$ cat src/verilog/mpc_pkg.sv
// Register map, field layout and bus constants of the memory port control bank
package mpc_pkg;

  // ************************************************************
  // Register byte offsets
  // ************************************************************
  localparam logic [7:0] OFS_CACHE_SELECT = 8'h00;
  localparam logic [7:0] OFS_GEOMETRY_ID  = 8'h04;
  localparam logic [7:0] OFS_INSTR_TCM    = 8'h08;
  localparam logic [7:0] OFS_DATA_TCM     = 8'h0C;
  localparam logic [7:0] OFS_PERIPH_PORT  = 8'h10;
  localparam int         ADDR_LSB         = 2;
  localparam int         ADDR_DEC_W       = 8;

  // ************************************************************
  // Field positions
  // ************************************************************
  localparam int CSEL_TYPE_BIT  = 0;
  localparam int CSEL_LEVEL_LSB = 1;
  localparam int CSEL_LEVEL_W   = 3;
  localparam int TCM_EN_BIT     = 0;
  localparam int TCM_MERGE_BIT  = 1;
  localparam int TCM_RETRY_BIT  = 2;
  localparam int TCM_SIZE_LSB   = 3;
  localparam int TCM_SIZE_W     = 4;
  localparam int PP_EN_BIT      = 0;
  localparam int PP_SIZE_LSB    = 1;
  localparam int PP_SIZE_W      = 3;
  localparam int TCM_CTRL_W     = 3;

  // ************************************************************
  // Encodings and reset values
  // ************************************************************
  localparam logic                    CTYPE_DATA   = 1'b0;
  localparam logic                    CTYPE_INSTR  = 1'b1;
  localparam logic [CSEL_LEVEL_W-1:0] LEVEL_ONE    = 3'h0;
  localparam logic                    RST_BIT      = 1'b0;
  localparam logic [TCM_SIZE_W-1:0]   RST_TCM_SIZE = 4'h0;
  localparam logic [PP_SIZE_W-1:0]    RST_PP_SIZE  = 3'h0;
  localparam logic [31:0]             RST_WORD     = 32'h0000_0000;
  localparam logic [31:0] DEF_DCACHE_GEOM = 32'hF01F_E019;
  localparam logic [31:0] DEF_ICACHE_GEOM = 32'hF03F_E009;

  // ************************************************************
  // Bus answers and states
  // ************************************************************
  localparam logic [1:0] RESP_OKAY   = 2'h0;
  localparam logic [1:0] RESP_SLVERR = 2'h2;
  localparam logic [1:0] RESP_DECERR = 2'h3;
  localparam int         PROT_PRIV   = 0;

  typedef enum logic [2:0] {
    REG_CSEL = 3'b000,
    REG_GEOM = 3'b001,
    REG_ITCM = 3'b010,
    REG_DTCM = 3'b011,
    REG_PP   = 3'b100,
    REG_NONE = 3'b111
  } mpc_reg_t;

  typedef enum logic [1:0] {
    WR_IDLE = 2'b00,
    WR_RESP = 2'b01
  } mpc_wr_state_t;

endpackage

$ cat src/verilog/mpc_tcm_if.sv
// Connection between the bank and one tightly coupled memory control register
`timescale 1ns/1ps
interface mpc_tcm_if;
  import mpc_pkg::*;
  logic                  load;
  logic [TCM_SIZE_W-1:0] sizeCfg;
  logic                  retryInit;
  logic                  mergeInit;
  logic                  enInit;
  logic                  wrEn;
  logic [TCM_CTRL_W-1:0] wrData;
  logic [31:0]           readVal;
  logic                  retryEn;
  logic                  mergeEn;
  logic                  tcmEn;

  modport ctrl (
    input  load, sizeCfg, retryInit, mergeInit, enInit, wrEn, wrData,
    output readVal, retryEn, mergeEn, tcmEn
  );
  modport bank (
    output load, sizeCfg, retryInit, mergeInit, enInit, wrEn, wrData,
    input  readVal, retryEn, mergeEn, tcmEn
  );
endinterface

$ cat src/verilog/mpc_tcm_ctrl.sv
// One tightly coupled memory control register, same layout for both sides
`timescale 1ns/1ps
module mpc_tcm_ctrl
  import mpc_pkg::*;
(
  input  wire logic core_clk, // Core clock
  input  wire logic rst_n,    // Asynchronous reset
  input  wire logic core_ce,  // Clock enable
  mpc_tcm_if.ctrl   tcm       // Register connection
);

  logic [TCM_SIZE_W-1:0] sizeField;
  logic [TCM_SIZE_W-1:0] next_sizeField;
  logic                  retry;
  logic                  next_retry;
  logic                  merge;
  logic                  next_merge;
  logic                  enable;
  logic                  next_enable;

  always_comb begin
    next_sizeField = sizeField;
    next_retry     = retry;
    next_merge     = merge;
    next_enable    = enable;
    if (tcm.load) begin
      next_sizeField = tcm.sizeCfg;
      next_retry     = tcm.retryInit;
      next_merge     = tcm.mergeInit;
      next_enable    = tcm.enInit;
    end else if (tcm.wrEn) begin
      // Size field is read-only; only the three control bits take writes
      next_retry  = tcm.wrData[TCM_RETRY_BIT];
      next_merge  = tcm.wrData[TCM_MERGE_BIT];
      next_enable = tcm.wrData[TCM_EN_BIT];
    end
  end

  always_ff @(posedge core_clk or negedge rst_n) begin
    if (!rst_n) begin
      sizeField <= RST_TCM_SIZE;
      retry     <= RST_BIT;
      merge     <= RST_BIT;
      enable    <= RST_BIT;
    end else if (core_ce) begin
      sizeField <= next_sizeField;
      retry     <= next_retry;
      merge     <= next_merge;
      enable    <= next_enable;
    end
  end

  always_comb begin
    tcm.readVal = RST_WORD;
    tcm.readVal[TCM_SIZE_LSB +: TCM_SIZE_W] = sizeField;
    tcm.readVal[TCM_RETRY_BIT] = retry;
    tcm.readVal[TCM_MERGE_BIT] = merge;
    tcm.readVal[TCM_EN_BIT]    = enable;
  end

  assign tcm.retryEn = retry;
  assign tcm.mergeEn = merge;
  assign tcm.tcmEn   = enable;

endmodule

$ cat src/verilog/mpc_regs.sv
// Memory port control register bank with an AXI4-Lite slave port
//
// Design decisions made here: the register addresses and the AXI4-Lite register port.
`timescale 1ns/1ps

// Function
// Bit 0 of the cache selection register is read/write and picks the cache described by the geometry read.
// A select value of zero means the data cache and one means the instruction cache.
// Bits 3 to 1 of the selection register always read zero (level one) and ignore writes.
// The read-only geometry register returns the data of the cache that the select bit names.
// Each memory control register shows a read-only size code in bits 6 to 3, zero meaning absent.
// The size codes reset from the instruction-side and data-side size configuration inputs.
// Bit 2 enables honouring the retry signal and resets from its own initialisation input.
// Bit 1 makes narrow writes read-modify-write and resets from its own initialisation input.
// With bit 0 clear all accesses of that region go to the main system port; it resets from an input.
// Two memory control registers of identical layout exist, one instruction-side and one data-side.
// The peripheral port register shows a read-only size code in bits 3 to 1 reset from its size inputs.
// Peripheral enable bit 0 routes to the peripheral port when set, else to the main port.
// Software reaches these registers only from privileged execution.
module mpc_regs
  import mpc_pkg::*;
#(
  parameter logic [31:0] DCACHE_GEOM = DEF_DCACHE_GEOM,
  parameter logic [31:0] ICACHE_GEOM = DEF_ICACHE_GEOM
) (
  input  wire logic                  core_clk,        // Core clock
  input  wire logic                  rst_n,           // Async reset
  input  wire logic                  core_ce,         // Clock enable
  // AXI4-Lite slave
  input  wire logic [31:0]           s_axi_awaddr,    // Write address
  input  wire logic [2:0]            s_axi_awprot,    // Write protection
  input  wire logic                  s_axi_awvalid,   // Write addr valid
  output      logic                  s_axi_awready,   // Write addr ready
  input  wire logic [31:0]           s_axi_wdata,     // Write data
  input  wire logic [3:0]            s_axi_wstrb,     // Write strobes
  input  wire logic                  s_axi_wvalid,    // Write data valid
  output      logic                  s_axi_wready,    // Write data ready
  output      logic [1:0]            s_axi_bresp,     // Write response
  output      logic                  s_axi_bvalid,    // Write resp valid
  input  wire logic                  s_axi_bready,    // Write resp ready
  input  wire logic [31:0]           s_axi_araddr,    // Read address
  input  wire logic [2:0]            s_axi_arprot,    // Read protection
  input  wire logic                  s_axi_arvalid,   // Read addr valid
  output      logic                  s_axi_arready,   // Read addr ready
  output      logic [31:0]           s_axi_rdata,     // Read data
  output      logic [1:0]            s_axi_rresp,     // Read response
  output      logic                  s_axi_rvalid,    // Read data valid
  input  wire logic                  s_axi_rready,    // Read data ready
  // Configuration straps
  input  wire logic [TCM_SIZE_W-1:0] instr_tcm_size_cfg,  // I size code
  input  wire logic [TCM_SIZE_W-1:0] data_tcm_size_cfg,   // D size code
  input  wire logic [PP_SIZE_W-1:0]  peripheral_size_cfg, // Periph size
  input  wire logic [1:0]            retry_init_input,    // Retry, [0]=I
  input  wire logic [1:0]            merge_init_input,    // Merge, [0]=I
  input  wire logic [1:0]            tcm_enable_init_input, // En, [0]=I
  input  wire logic                  peripheral_enable_init_input, // PP en
  // Control outputs
  output      logic                  cacheTypeSelect, // 1 = instr cache
  output      logic                  instrRetryHonour, // I retry enable
  output      logic                  instrMergeEn,    // I PARTIAL_WRITE_MERGE_BIT enable
  output      logic                  instrTcmEn,      // I memory enable
  output      logic                  instrToMainPort, // I region to main
  output      logic                  dataRetryHonour, // D retry enable
  output      logic                  dataMergeEn,     // D PARTIAL_WRITE_MERGE_BIT enable
  output      logic                  dataTcmEn,       // D memory enable
  output      logic                  dataToMainPort,  // D region to main
  output      logic                  periphPortEn,    // Periph enable
  output      logic                  periphToMainPort // Periph to main
);

  // ************************************************************
  // Decoding
  // ************************************************************
  function automatic mpc_reg_t decodeReg(input logic [31:0] addr);
    logic [ADDR_DEC_W-1:0] low;
    low = addr[ADDR_DEC_W-1:0];
    decodeReg = REG_NONE;
    if (addr[31:ADDR_DEC_W] == '0) begin
      case (low)
        OFS_CACHE_SELECT: decodeReg = REG_CSEL;
        OFS_GEOMETRY_ID:  decodeReg = REG_GEOM;
        OFS_INSTR_TCM:    decodeReg = REG_ITCM;
        OFS_DATA_TCM:     decodeReg = REG_DTCM;
        OFS_PERIPH_PORT:  decodeReg = REG_PP;
        default:          decodeReg = REG_NONE;
      endcase
    end
  endfunction

  // ************************************************************
  // Strap capture
  // ************************************************************
  // Straps are sampled on the first enabled edge after reset, so the
  // asynchronous reset itself only loads constants.
  logic loaded;
  logic next_loaded;
  logic loadNow;

  assign loadNow = !loaded;

  always_comb begin
    next_loaded = 1'b1;
  end

  always_ff @(posedge core_clk or negedge rst_n) begin
    if (!rst_n) begin
      loaded <= 1'b0;
    end else if (core_ce) begin
      loaded <= next_loaded;
    end
  end

  // ************************************************************
  // Write channel
  // ************************************************************
  mpc_wr_state_t wrState;
  mpc_wr_state_t next_wrState;
  logic          awHeld;
  logic          next_awHeld;
  logic          wHeld;
  logic          next_wHeld;
  logic [31:0]   awAddr;
  logic [31:0]   next_awAddr;
  logic          awPriv;
  logic          next_awPriv;
  logic [31:0]   wData;
  logic [31:0]   next_wData;
  logic          wLow;
  logic          next_wLow;
  logic [1:0]    bResp;
  logic [1:0]    next_bResp;
  logic          wrCommit;
  mpc_reg_t      wrReg;

  assign s_axi_awready = loaded && (wrState == WR_IDLE) && !awHeld;
  assign s_axi_wready  = loaded && (wrState == WR_IDLE) && !wHeld;
  assign s_axi_bvalid  = (wrState == WR_RESP);
  assign s_axi_bresp   = bResp;
  assign wrCommit      = (wrState == WR_IDLE) && awHeld && wHeld;
  assign wrReg         = decodeReg(awAddr);

  always_comb begin
    next_wrState = wrState;
    next_awHeld  = awHeld;
    next_wHeld   = wHeld;
    next_awAddr  = awAddr;
    next_awPriv  = awPriv;
    next_wData   = wData;
    next_wLow    = wLow;
    next_bResp   = bResp;
    case (wrState)
      WR_IDLE: begin
        if (s_axi_awvalid && s_axi_awready) begin
          next_awHeld = 1'b1;
          next_awAddr = s_axi_awaddr;
          next_awPriv = s_axi_awprot[PROT_PRIV];
        end
        if (s_axi_wvalid && s_axi_wready) begin
          next_wHeld = 1'b1;
          next_wData = s_axi_wdata;
          next_wLow  = s_axi_wstrb[0];
        end
        if (wrCommit) begin
          next_awHeld  = 1'b0;
          next_wHeld   = 1'b0;
          next_wrState = WR_RESP;
          if (wrReg == REG_NONE) begin
            next_bResp = RESP_DECERR;
          end else if (!awPriv) begin
            next_bResp = RESP_SLVERR;
          end else begin
            next_bResp = RESP_OKAY;
          end
        end
      end
      WR_RESP: begin
        if (s_axi_bready) begin
          next_wrState = WR_IDLE;
        end
      end
      default: begin
        next_wrState = WR_IDLE;
      end
    endcase
  end

  always_ff @(posedge core_clk or negedge rst_n) begin
    if (!rst_n) begin
      wrState <= WR_IDLE;
      awHeld  <= 1'b0;
      wHeld   <= 1'b0;
      awAddr  <= RST_WORD;
      awPriv  <= 1'b0;
      wData   <= RST_WORD;
      wLow    <= 1'b0;
      bResp   <= RESP_OKAY;
    end else if (core_ce) begin
      wrState <= next_wrState;
      awHeld  <= next_awHeld;
      wHeld   <= next_wHeld;
      awAddr  <= next_awAddr;
      awPriv  <= next_awPriv;
      wData   <= next_wData;
      wLow    <= next_wLow;
      bResp   <= next_bResp;
    end
  end

  // Only byte lane 0 holds writable bits; other lanes are ignored.
  logic wrAllowed;
  assign wrAllowed = wrCommit && awPriv && wLow;

  // ************************************************************
  // Registers held in this module
  // ************************************************************
  logic                 cacheSel;
  logic                 next_cacheSel;
  logic [PP_SIZE_W-1:0] ppSize;
  logic [PP_SIZE_W-1:0] next_ppSize;
  logic                 ppEn;
  logic                 next_ppEn;

  always_comb begin
    next_cacheSel = cacheSel;
    next_ppSize   = ppSize;
    next_ppEn     = ppEn;
    if (loadNow) begin
      next_ppSize = peripheral_size_cfg;
      next_ppEn   = peripheral_enable_init_input;
    end else if (wrAllowed && wrReg == REG_CSEL) begin
      next_cacheSel = wData[CSEL_TYPE_BIT];
    end else if (wrAllowed && wrReg == REG_PP) begin
      next_ppEn = wData[PP_EN_BIT];
    end
  end

  always_ff @(posedge core_clk or negedge rst_n) begin
    if (!rst_n) begin
      cacheSel <= CTYPE_DATA;
      ppSize   <= RST_PP_SIZE;
      ppEn     <= RST_BIT;
    end else if (core_ce) begin
      cacheSel <= next_cacheSel;
      ppSize   <= next_ppSize;
      ppEn     <= next_ppEn;
    end
  end

  // ************************************************************
  // Memory control registers, instruction side then data side
  // ************************************************************
  mpc_tcm_if tcmBus[2] ();

  logic [1:0]            tcmWrHit;
  logic [TCM_SIZE_W-1:0] tcmSizeCfg [2];
  logic [31:0]           tcmReadVal [2];
  logic [1:0]            tcmRetry;
  logic [1:0]            tcmMerge;
  logic [1:0]            tcmEnable;

  assign tcmWrHit[0]   = wrAllowed && (wrReg == REG_ITCM);
  assign tcmWrHit[1]   = wrAllowed && (wrReg == REG_DTCM);
  assign tcmSizeCfg[0] = instr_tcm_size_cfg;
  assign tcmSizeCfg[1] = data_tcm_size_cfg;

  for (genvar g = 0; g < 2; g++) begin : g_tcm
    assign tcmBus[g].load      = loadNow;
    assign tcmBus[g].sizeCfg   = tcmSizeCfg[g];
    assign tcmBus[g].retryInit = retry_init_input[g];
    assign tcmBus[g].mergeInit = merge_init_input[g];
    assign tcmBus[g].enInit    = tcm_enable_init_input[g];
    assign tcmBus[g].wrEn      = tcmWrHit[g];
    assign tcmBus[g].wrData    = wData[TCM_CTRL_W-1:0];
    assign tcmReadVal[g]       = tcmBus[g].readVal;
    assign tcmRetry[g]         = tcmBus[g].retryEn;
    assign tcmMerge[g]         = tcmBus[g].mergeEn;
    assign tcmEnable[g]        = tcmBus[g].tcmEn;

    mpc_tcm_ctrl u_tcm (
      .core_clk (core_clk),
      .rst_n    (rst_n),
      .core_ce  (core_ce),
      .tcm      (tcmBus[g])
    );
  end

  // ************************************************************
  // Read channel
  // ************************************************************
  logic        rValid;
  logic        next_rValid;
  logic [31:0] rData;
  logic [31:0] next_rData;
  logic [1:0]  rResp;
  logic [1:0]  next_rResp;
  mpc_reg_t    rdReg;
  logic [31:0] rdWord;

  assign rdReg         = decodeReg(s_axi_araddr);
  assign s_axi_arready = loaded && !rValid;
  assign s_axi_rvalid  = rValid;
  assign s_axi_rdata   = rData;
  assign s_axi_rresp   = rResp;

  always_comb begin
    rdWord = RST_WORD;
    case (rdReg)
      REG_CSEL: begin
        rdWord[CSEL_TYPE_BIT] = cacheSel;
        rdWord[CSEL_LEVEL_LSB +: CSEL_LEVEL_W] = LEVEL_ONE;
      end
      REG_GEOM: begin
        rdWord = (cacheSel == CTYPE_INSTR) ? ICACHE_GEOM
                                           : DCACHE_GEOM;
      end
      REG_ITCM: rdWord = tcmReadVal[0];
      REG_DTCM: rdWord = tcmReadVal[1];
      REG_PP: begin
        rdWord[PP_SIZE_LSB +: PP_SIZE_W] = ppSize;
        rdWord[PP_EN_BIT] = ppEn;
      end
      default: rdWord = RST_WORD;
    endcase
  end

  always_comb begin
    next_rValid = rValid;
    next_rData  = rData;
    next_rResp  = rResp;
    if (rValid && s_axi_rready) begin
      next_rValid = 1'b0;
    end else if (s_axi_arvalid && s_axi_arready) begin
      next_rValid = 1'b1;
      if (rdReg == REG_NONE) begin
        next_rData = RST_WORD;
        next_rResp = RESP_DECERR;
      end else if (!s_axi_arprot[PROT_PRIV]) begin
        // Unprivileged reads see zero so no state leaks out
        next_rData = RST_WORD;
        next_rResp = RESP_SLVERR;
      end else begin
        next_rData = rdWord;
        next_rResp = RESP_OKAY;
      end
    end
  end

  always_ff @(posedge core_clk or negedge rst_n) begin
    if (!rst_n) begin
      rValid <= 1'b0;
      rData  <= RST_WORD;
      rResp  <= RESP_OKAY;
    end else if (core_ce) begin
      rValid <= next_rValid;
      rData  <= next_rData;
      rResp  <= next_rResp;
    end
  end

  // ************************************************************
  // Routing outputs
  // ************************************************************
  assign cacheTypeSelect  = cacheSel;
  assign instrRetryHonour = tcmRetry[0];
  assign instrMergeEn     = tcmMerge[0];
  assign instrTcmEn       = tcmEnable[0];
  assign instrToMainPort  = !tcmEnable[0];
  assign dataRetryHonour  = tcmRetry[1];
  assign dataMergeEn      = tcmMerge[1];
  assign dataTcmEn        = tcmEnable[1];
  assign dataToMainPort   = !tcmEnable[1];
  assign periphPortEn     = ppEn;
  assign periphToMainPort = !ppEn;

endmodule

$ cat config.mk
export PLATFORM = sky130hd
export DESIGN_NAME = mpc_regs
export DESIGN_NICKNAME = d
export VERILOG_FILES = /design/src/verilog/mpc_pkg.sv /design/src/verilog/mpc_tcm_if.sv /design/src/verilog/mpc_tcm_ctrl.sv /design/src/verilog/mpc_regs.sv
export SDC_FILE = /design/constraint.sdc
export NUM_CORES = 1
export LEC_CHECK = 0
export BUFFER_PORTS_ARGS = -buffer_cell sky130_fd_sc_hd__buf_2
export CAP_MARGIN = 20
export CORE_MARGIN = 2
export CORE_UTILIZATION = 46
export CTS_BUF_LIST = sky130_fd_sc_hd__clkbuf_8
export CTS_CLUSTER_SIZE = 12
export DETAILED_ROUTE_END_ITERATION = 8
export GPL_ROUTABILITY_DRIVEN = 0
export PLACE_DENSITY = 0.83
export RECOVER_POWER = 25
export SLEW_MARGIN = 10
export SYNTH_ARGS = -nofsm -noshare
export SYNTH_HDL_FRONTEND = slang
export SYNTH_SLANG_ARGS = --single-unit
$ cat constraint.sdc
create_clock -name core_clk -period 2.8 [get_ports core_clk]
set_input_delay 0.42 -clock core_clk [delete_from_list [all_inputs] [get_ports core_clk]]
set_output_delay 0.42 -clock core_clk [all_outputs]
set_load 0.01 [all_outputs]
Word level (Yosys, flattened, before mapping)
Cells that the tools add are included.
Word-level totals
  register bits after elaboration: 98
  bits of input ports: 132
  logic and storage cells: 131
Cells by class
  equality and inequality tests: 24
  multiplexer cells: 37
  bitwise gates (word level): 2
  reductions and logical operators: 45
Operators with widths (count)
  28-bit case mux with 3 select lines: 1
  32-bit 2-to-1 mux: 2
  24-bit logical NOT: 2
  8-bit by 4-bit equality test with 1-bit output, second input constant: 4
  3-bit case mux with 5 select lines: 2
  3-bit AND reduction: 9
  22-bit 2-to-1 mux: 1
  1-bit 2-to-1 mux: 21
  4-bit case mux with 5 select lines: 1
  8-bit by 3-bit equality test with 1-bit output, second input constant: 2
  8-bit by 5-bit equality test with 1-bit output, second input constant: 2
  1-bit logical AND: 16
  8-bit logical NOT: 2
  3-bit by 2-bit equality test with 1-bit output, second input constant: 4
  3-bit equality test, second input constant: 4
  2-bit 2-to-1 mux: 6
  2-bit by 1-bit != test with 1-bit output, second input constant: 4
  2-bit AND reduction: 4
  1-bit logical NOT: 6
  3-bit logical NOT: 2
  3-bit 2-to-1 mux: 2
  2-bit nonzero test: 3
  2-bit != test, second input constant: 2
  2-bit case mux with 2 select lines: 1
  4 further kinds: 5

Depth between registers and ports, before layout
  word-level depth: 9
  depth in mapped cells: 7
  mapped depth without buffers: 5

Hierarchy
From an unflattened synthesis, not the netlist that was laid out.
Unflattened totals
  cell total of the unflattened synthesis: 463
  area, all modules: 5148.7 um^2
By module, submodules not included
  mpc_regs: instances 1, cells an instance 367, area each 4077.7 um^2, sequential area each 2077.0 um^2
  mpc_tcm_ctrl: instances 2, cells an instance 48, area each 535.5 um^2, sequential area each 175.2 um^2

Worst setup path before layout
OpenSTA, ideal clock, no wires.
  kind: register to register
  start point: register awAddr[1]
  end point: register g_tcm[1].u_tcm.merge
  data arrival time: 1820 ps
  data required time: 2672 ps
  setup slack: 852 ps
  stages on the path, launching flop included: 6
  clock period less this slack: 1948 ps
  path through: dfrtp_1 -> or4_4 -> or3_4 -> nor3_2 -> a21oi_1 -> mux2_1
On the way
  word-level cells in the longest chain between the ends: 7
  elaborated cells between the ends (all ways): 11
RTL lines
  from (decl): line mpc_regs.sv:122  | logic [31:0] awAddr;
  from (signal assigned): line mpc_regs.sv:201  | awAddr <= next_awAddr;
  8-bit by 5-bit equality test with 1-bit output, or another cell as far along: line mpc_regs.sv:79  | case (low)
  3-bit case mux with 5 select lines *: line mpc_regs.sv:79
  3-bit 2-to-1 mux *: line mpc_regs.sv:78  | if (addr[31:ADDR_DEC_W] == '0) begin
  3-bit by 2-bit equality test with 1-bit output *: line mpc_regs.sv:262  | assign tcmWrHit[1] = wrAllowed && (wrReg == REG_DTCM);
  1-bit logical AND *: line mpc_regs.sv:262
  2-bit by 1-bit != test with 1-bit output (no source line) *
  2-bit AND reduction (no source line) *
  to (signal assigned): line mpc_tcm_ctrl.sv:48  | merge <= next_merge;
  to (decl): line mpc_tcm_ctrl.sv:16  | logic merge;
Mark *: on every way between the ends. The rest lies on a longest branch, timed or not.
A chain may end at the register's enable or synchronous reset.

Worst setup path after layout
  start point: register awAddr[27]
  end point: register ppEn, in the netlist periphPortEn
On the way
  word-level cells in the longest chain between the ends: 6
  elaborated cells between the ends (all ways): 9
RTL lines
  24-bit logical NOT *: line mpc_regs.sv:78
  3-bit 2-to-1 mux *: line mpc_regs.sv:78
  3-bit equality test / 3-bit logical NOT (equally long branches): line mpc_regs.sv:232, mpc_regs.sv:230
  1-bit logical AND, on equally long branches: line mpc_regs.sv:232, mpc_regs.sv:230
  2-bit by 1-bit != test with 1-bit output (no source line) / 2-bit != test (equally long branches)
  3-bit AND reduction (no source line) *
  to (signal assigned): line mpc_regs.sv:245  | ppEn <= next_ppEn;
  to (decl): line mpc_regs.sv:220  | logic ppEn;
Marked as above.

==> results.ini <==
[layout]
mostFrequentLayoutCells = buf_2, dfrtp_1, mux2_2
nFillCells = 625
mostFrequentLayoutCell = buf_2
antenna_cells = 0
drive_gt1_frac = 0.504
syn_to_final_growth_pct = 25.7
num-nets-final = 551
utilization = 0.597
stdcell_area_sq_mm = 0.00433

[routing]
drt-wirelength-per-cell_microns = 14.9
firstDrtPassIters = 5
route.detailed.drc = 0
ant_nets = 0
totalWireLength_microns = 7760
via_count = 2697
drt_iter0_markers = 94
avgViaCountPerCell = 5.17

[synthesis]
synth_compound_area_frac = 0.0684
synth_top_family_by_area = multiplexers
yosys.area_share.simple = 0.122
synthCells = 293
synth_area_sq_mm = 0.00344
yosysWarningCount = 0
ys_seq_elements = 74
synth-xor-area-share = 0
synth_cell_types = 35
seq_area_frac_synth = 0.538
synthAdderAreaFrac = 0
synthMuxAreaShare = 0.192
postSynthAreaPerCell_sq_um = 11.7

[clocking]
cts_buffer_depth = 2
cts_tree = yes
h-tree-depth = 3
ctsHoldBuffers = 0
insertion_delay_ns = 0.34
numCtsBuffers = 9
cts.sinks = 74
cts_setup_buffers = 0
post_cts_resized = 0
root_buffer = clkbuf_8
clk_pin_slew_ns = 0.08

[critical_path]
critPathLaunchType = flip-flop
critPathCaptureType = flip-flop
critPathMostFrequentCell = nor4_1
crit_path_max_fanout = 4
crit_type = flip-flop to flip-flop
cpPeakStageDelay_ns = 0.66
cp_top_family = simple AND/OR/NAND/NOR gates
critical_path_required_ns = 3.02
cp.arrival_ns = 2.49
path_buf_inv = 0
slowest_stage = nor4_1
cp_cell_sequence = nor4_1, nand4_1, nor4_1, a31oi_1, mux2_2

[die]
start_util = 0.474
rows = 31
dieArea_sq_mm = 0.00819
core-area_sq_mm = 0.00725
die_w_microns = 90.5
io_pins = 184
die_height_microns = 90.5

[timing]
finalSetupViolations = 0
timing.fmax_ghz = 0.441
slew-limit-headroom = -0.197
worstMarginPinSlew_ns = 1.80
report.final.slew_viol_count = 75
fin_ws_ns = 0.533
hold-worst-slack_ns = 0.308
tns_ns = 0
fin_crit_sh = 0.810
grt_setup_unrepaired = false
period_minus_slack_ns = 2.27
fin_worst_skew_ns = 0.0131
finalHoldViolations = 0

[power_and_ir_drop]
peakVddDrop_mv = 0.471
powerDensity_mw_per_mm2 = 770
leakage_nw = 2.10

[placed_design]
placed_area_sq_mm = 0.00409
portBuffers = 135
hpwl_microns = 5950
dp_slack_ns = 0.603

[global_route]
track_usage = 0.192
grt_max_degree = 75
grt_pass1_vias = 2695
overflow = 0
antenna_found_initial = 0
grt_pass1_wl_microns = 12600

[run_status]
violations = max-capacitance violations, max-slew violations
status = finished with violations

[worst_hold_path]
holdCritPathClass = primary input to flip-flop

[flow_run]
max-cap-violations = 1

state kept, by name (all words and copies together) (netlist names):
name and flops:
s_axi_rvalid 1, g_tcm.u_tcm.tcm.tcmEn 2, wrState 1, awPriv 1
awHeld 1, g_tcm.u_tcm.sizeField 8, wData 3, wHeld 1
s_axi_rdata 9, g_tcm.u_tcm.tcm.mergeEn 2, s_axi_rresp 2, s_axi_bresp 2
cacheTypeSelect 1, ppSize 3, periphPortEn 1, wLow 1
loaded 1, g_tcm.u_tcm.tcm.retryEn 2, awAddr 32
stage by stage:
stage                     power [W]  cells
after floorplan             0.00211    304
after global placement      0.00233    507
after detailed placement    0.00238    507
after CTS                   0.00337    522
after global routing        0.00353    522
final                       0.00333    522
cells in the mapped netlist:
library cell | instances | area share
a41oi_1 | 1 | 0.0025
nor3_2 | 2 | 0.0058
a32oi_1 | 3 | 0.0076
nand4bb_1 | 1 | 0.0033
nor2b_1 | 3 | 0.0055
and3_1 | 2 | 0.0036
inv_1 | 12 | 0.013
mux2i_1 | 2 | 0.0058
o31ai_1 | 2 | 0.0044
a31oi_1 | 4 | 0.0073
a21o_1 | 2 | 0.0044
nand2b_1 | 4 | 0.0073
or2_2 | 1 | 0.0018
dfrtp_1 | 74 | 0.54
or3_4 | 1 | 0.0033
conb_1 | 1 | 0.0011
nand3_1 | 5 | 0.0073
nor4_1 | 15 | 0.027
nand4_1 | 3 | 0.0055
clkbuf_1 | 8 | 0.0087
mux2_1 | 3 | 0.0098
mux2_2 | 54 | 0.18
and4_1 | 1 | 0.0025
or4_1 | 2 | 0.0044
nand2_1 | 17 | 0.019
a21oi_1 | 2 | 0.0029
buf_2 | 4 | 0.0058
and4b_1 | 2 | 0.0058
nand4b_1 | 1 | 0.0025
nor2_1 | 12 | 0.013
or4_4 | 1 | 0.0033
nor3_1 | 1 | 0.0015
o21ai_0 | 18 | 0.026
buf_4 | 23 | 0.050
a22oi_1 | 6 | 0.013
area by class of cell:
class                   count  area [sq um]  area share
multi-input cells         183          1360       0.315
repair buffers            139           703       0.163
well taps                  99           124      0.0286
clock inverters             5           103      0.0237
flip-flops and latches     74          1850       0.428
clock buffers              10           138      0.0318
inverters                  12          45.0      0.0104
report_power, final:
group / total (W) / internal (W) / switching [W] / leakage (nW)
sequential: 0.00162 / 0.00140 / 0.000218 / 0.895
clock: 0.000984 / 0.000610 / 0.000374 / 0.118
combinational: 0.000730 / 0.000424 / 0.000305 / 1.09
total: 0.00333 / 0.00243 / 0.000898 / 2.10
worst reg2reg max path, stage by stage (launching register included):
cell     delay [ns]
dfrtp_1        0.38
nor4_1         0.41
nand4_1        0.20
nor4_1         0.66
a31oi_1        0.20
mux2_2         0.30
worst paths after layout:
path                           startpoint                           to  slack [ns]  cells after the start
setup / recovery               awAddr[27]                 periphPortEn        0.53                      5
hold / removal             s_axi_wdata[2]                     wData[2]        0.31                      2
setup reg to reg               awAddr[27]                 periphPortEn        0.53                      5
hold reg to reg            s_axi_rdata[5]               s_axi_rdata[5]        0.49                      2
max in group asynchronous           rst_n                    awAddr[2]        1.08                      2
min in group asynchronous           rst_n  g_tcm[1].u_tcm.sizeField[2]        0.63                      2
cells by family (layout without fill, tap and decap cells):
group           after synthesis  in the layout
mux                          59             59
flops                        74             74
buf+inv                      47            166
compound gates               38             38
other cells                   1             12
simple gates                 74             74
routing by layer:
layer  up-vias  GRT usage  routed length (microns)
met2       114      0.336                     3970
met3         6     0.0584                      597
met4         0     0.0628                       54
li1       1283          -                        -
met5         -          0                        0
met1      1294      0.225                     3140
No activity file was read; power rests on OpenSTA's default activity.
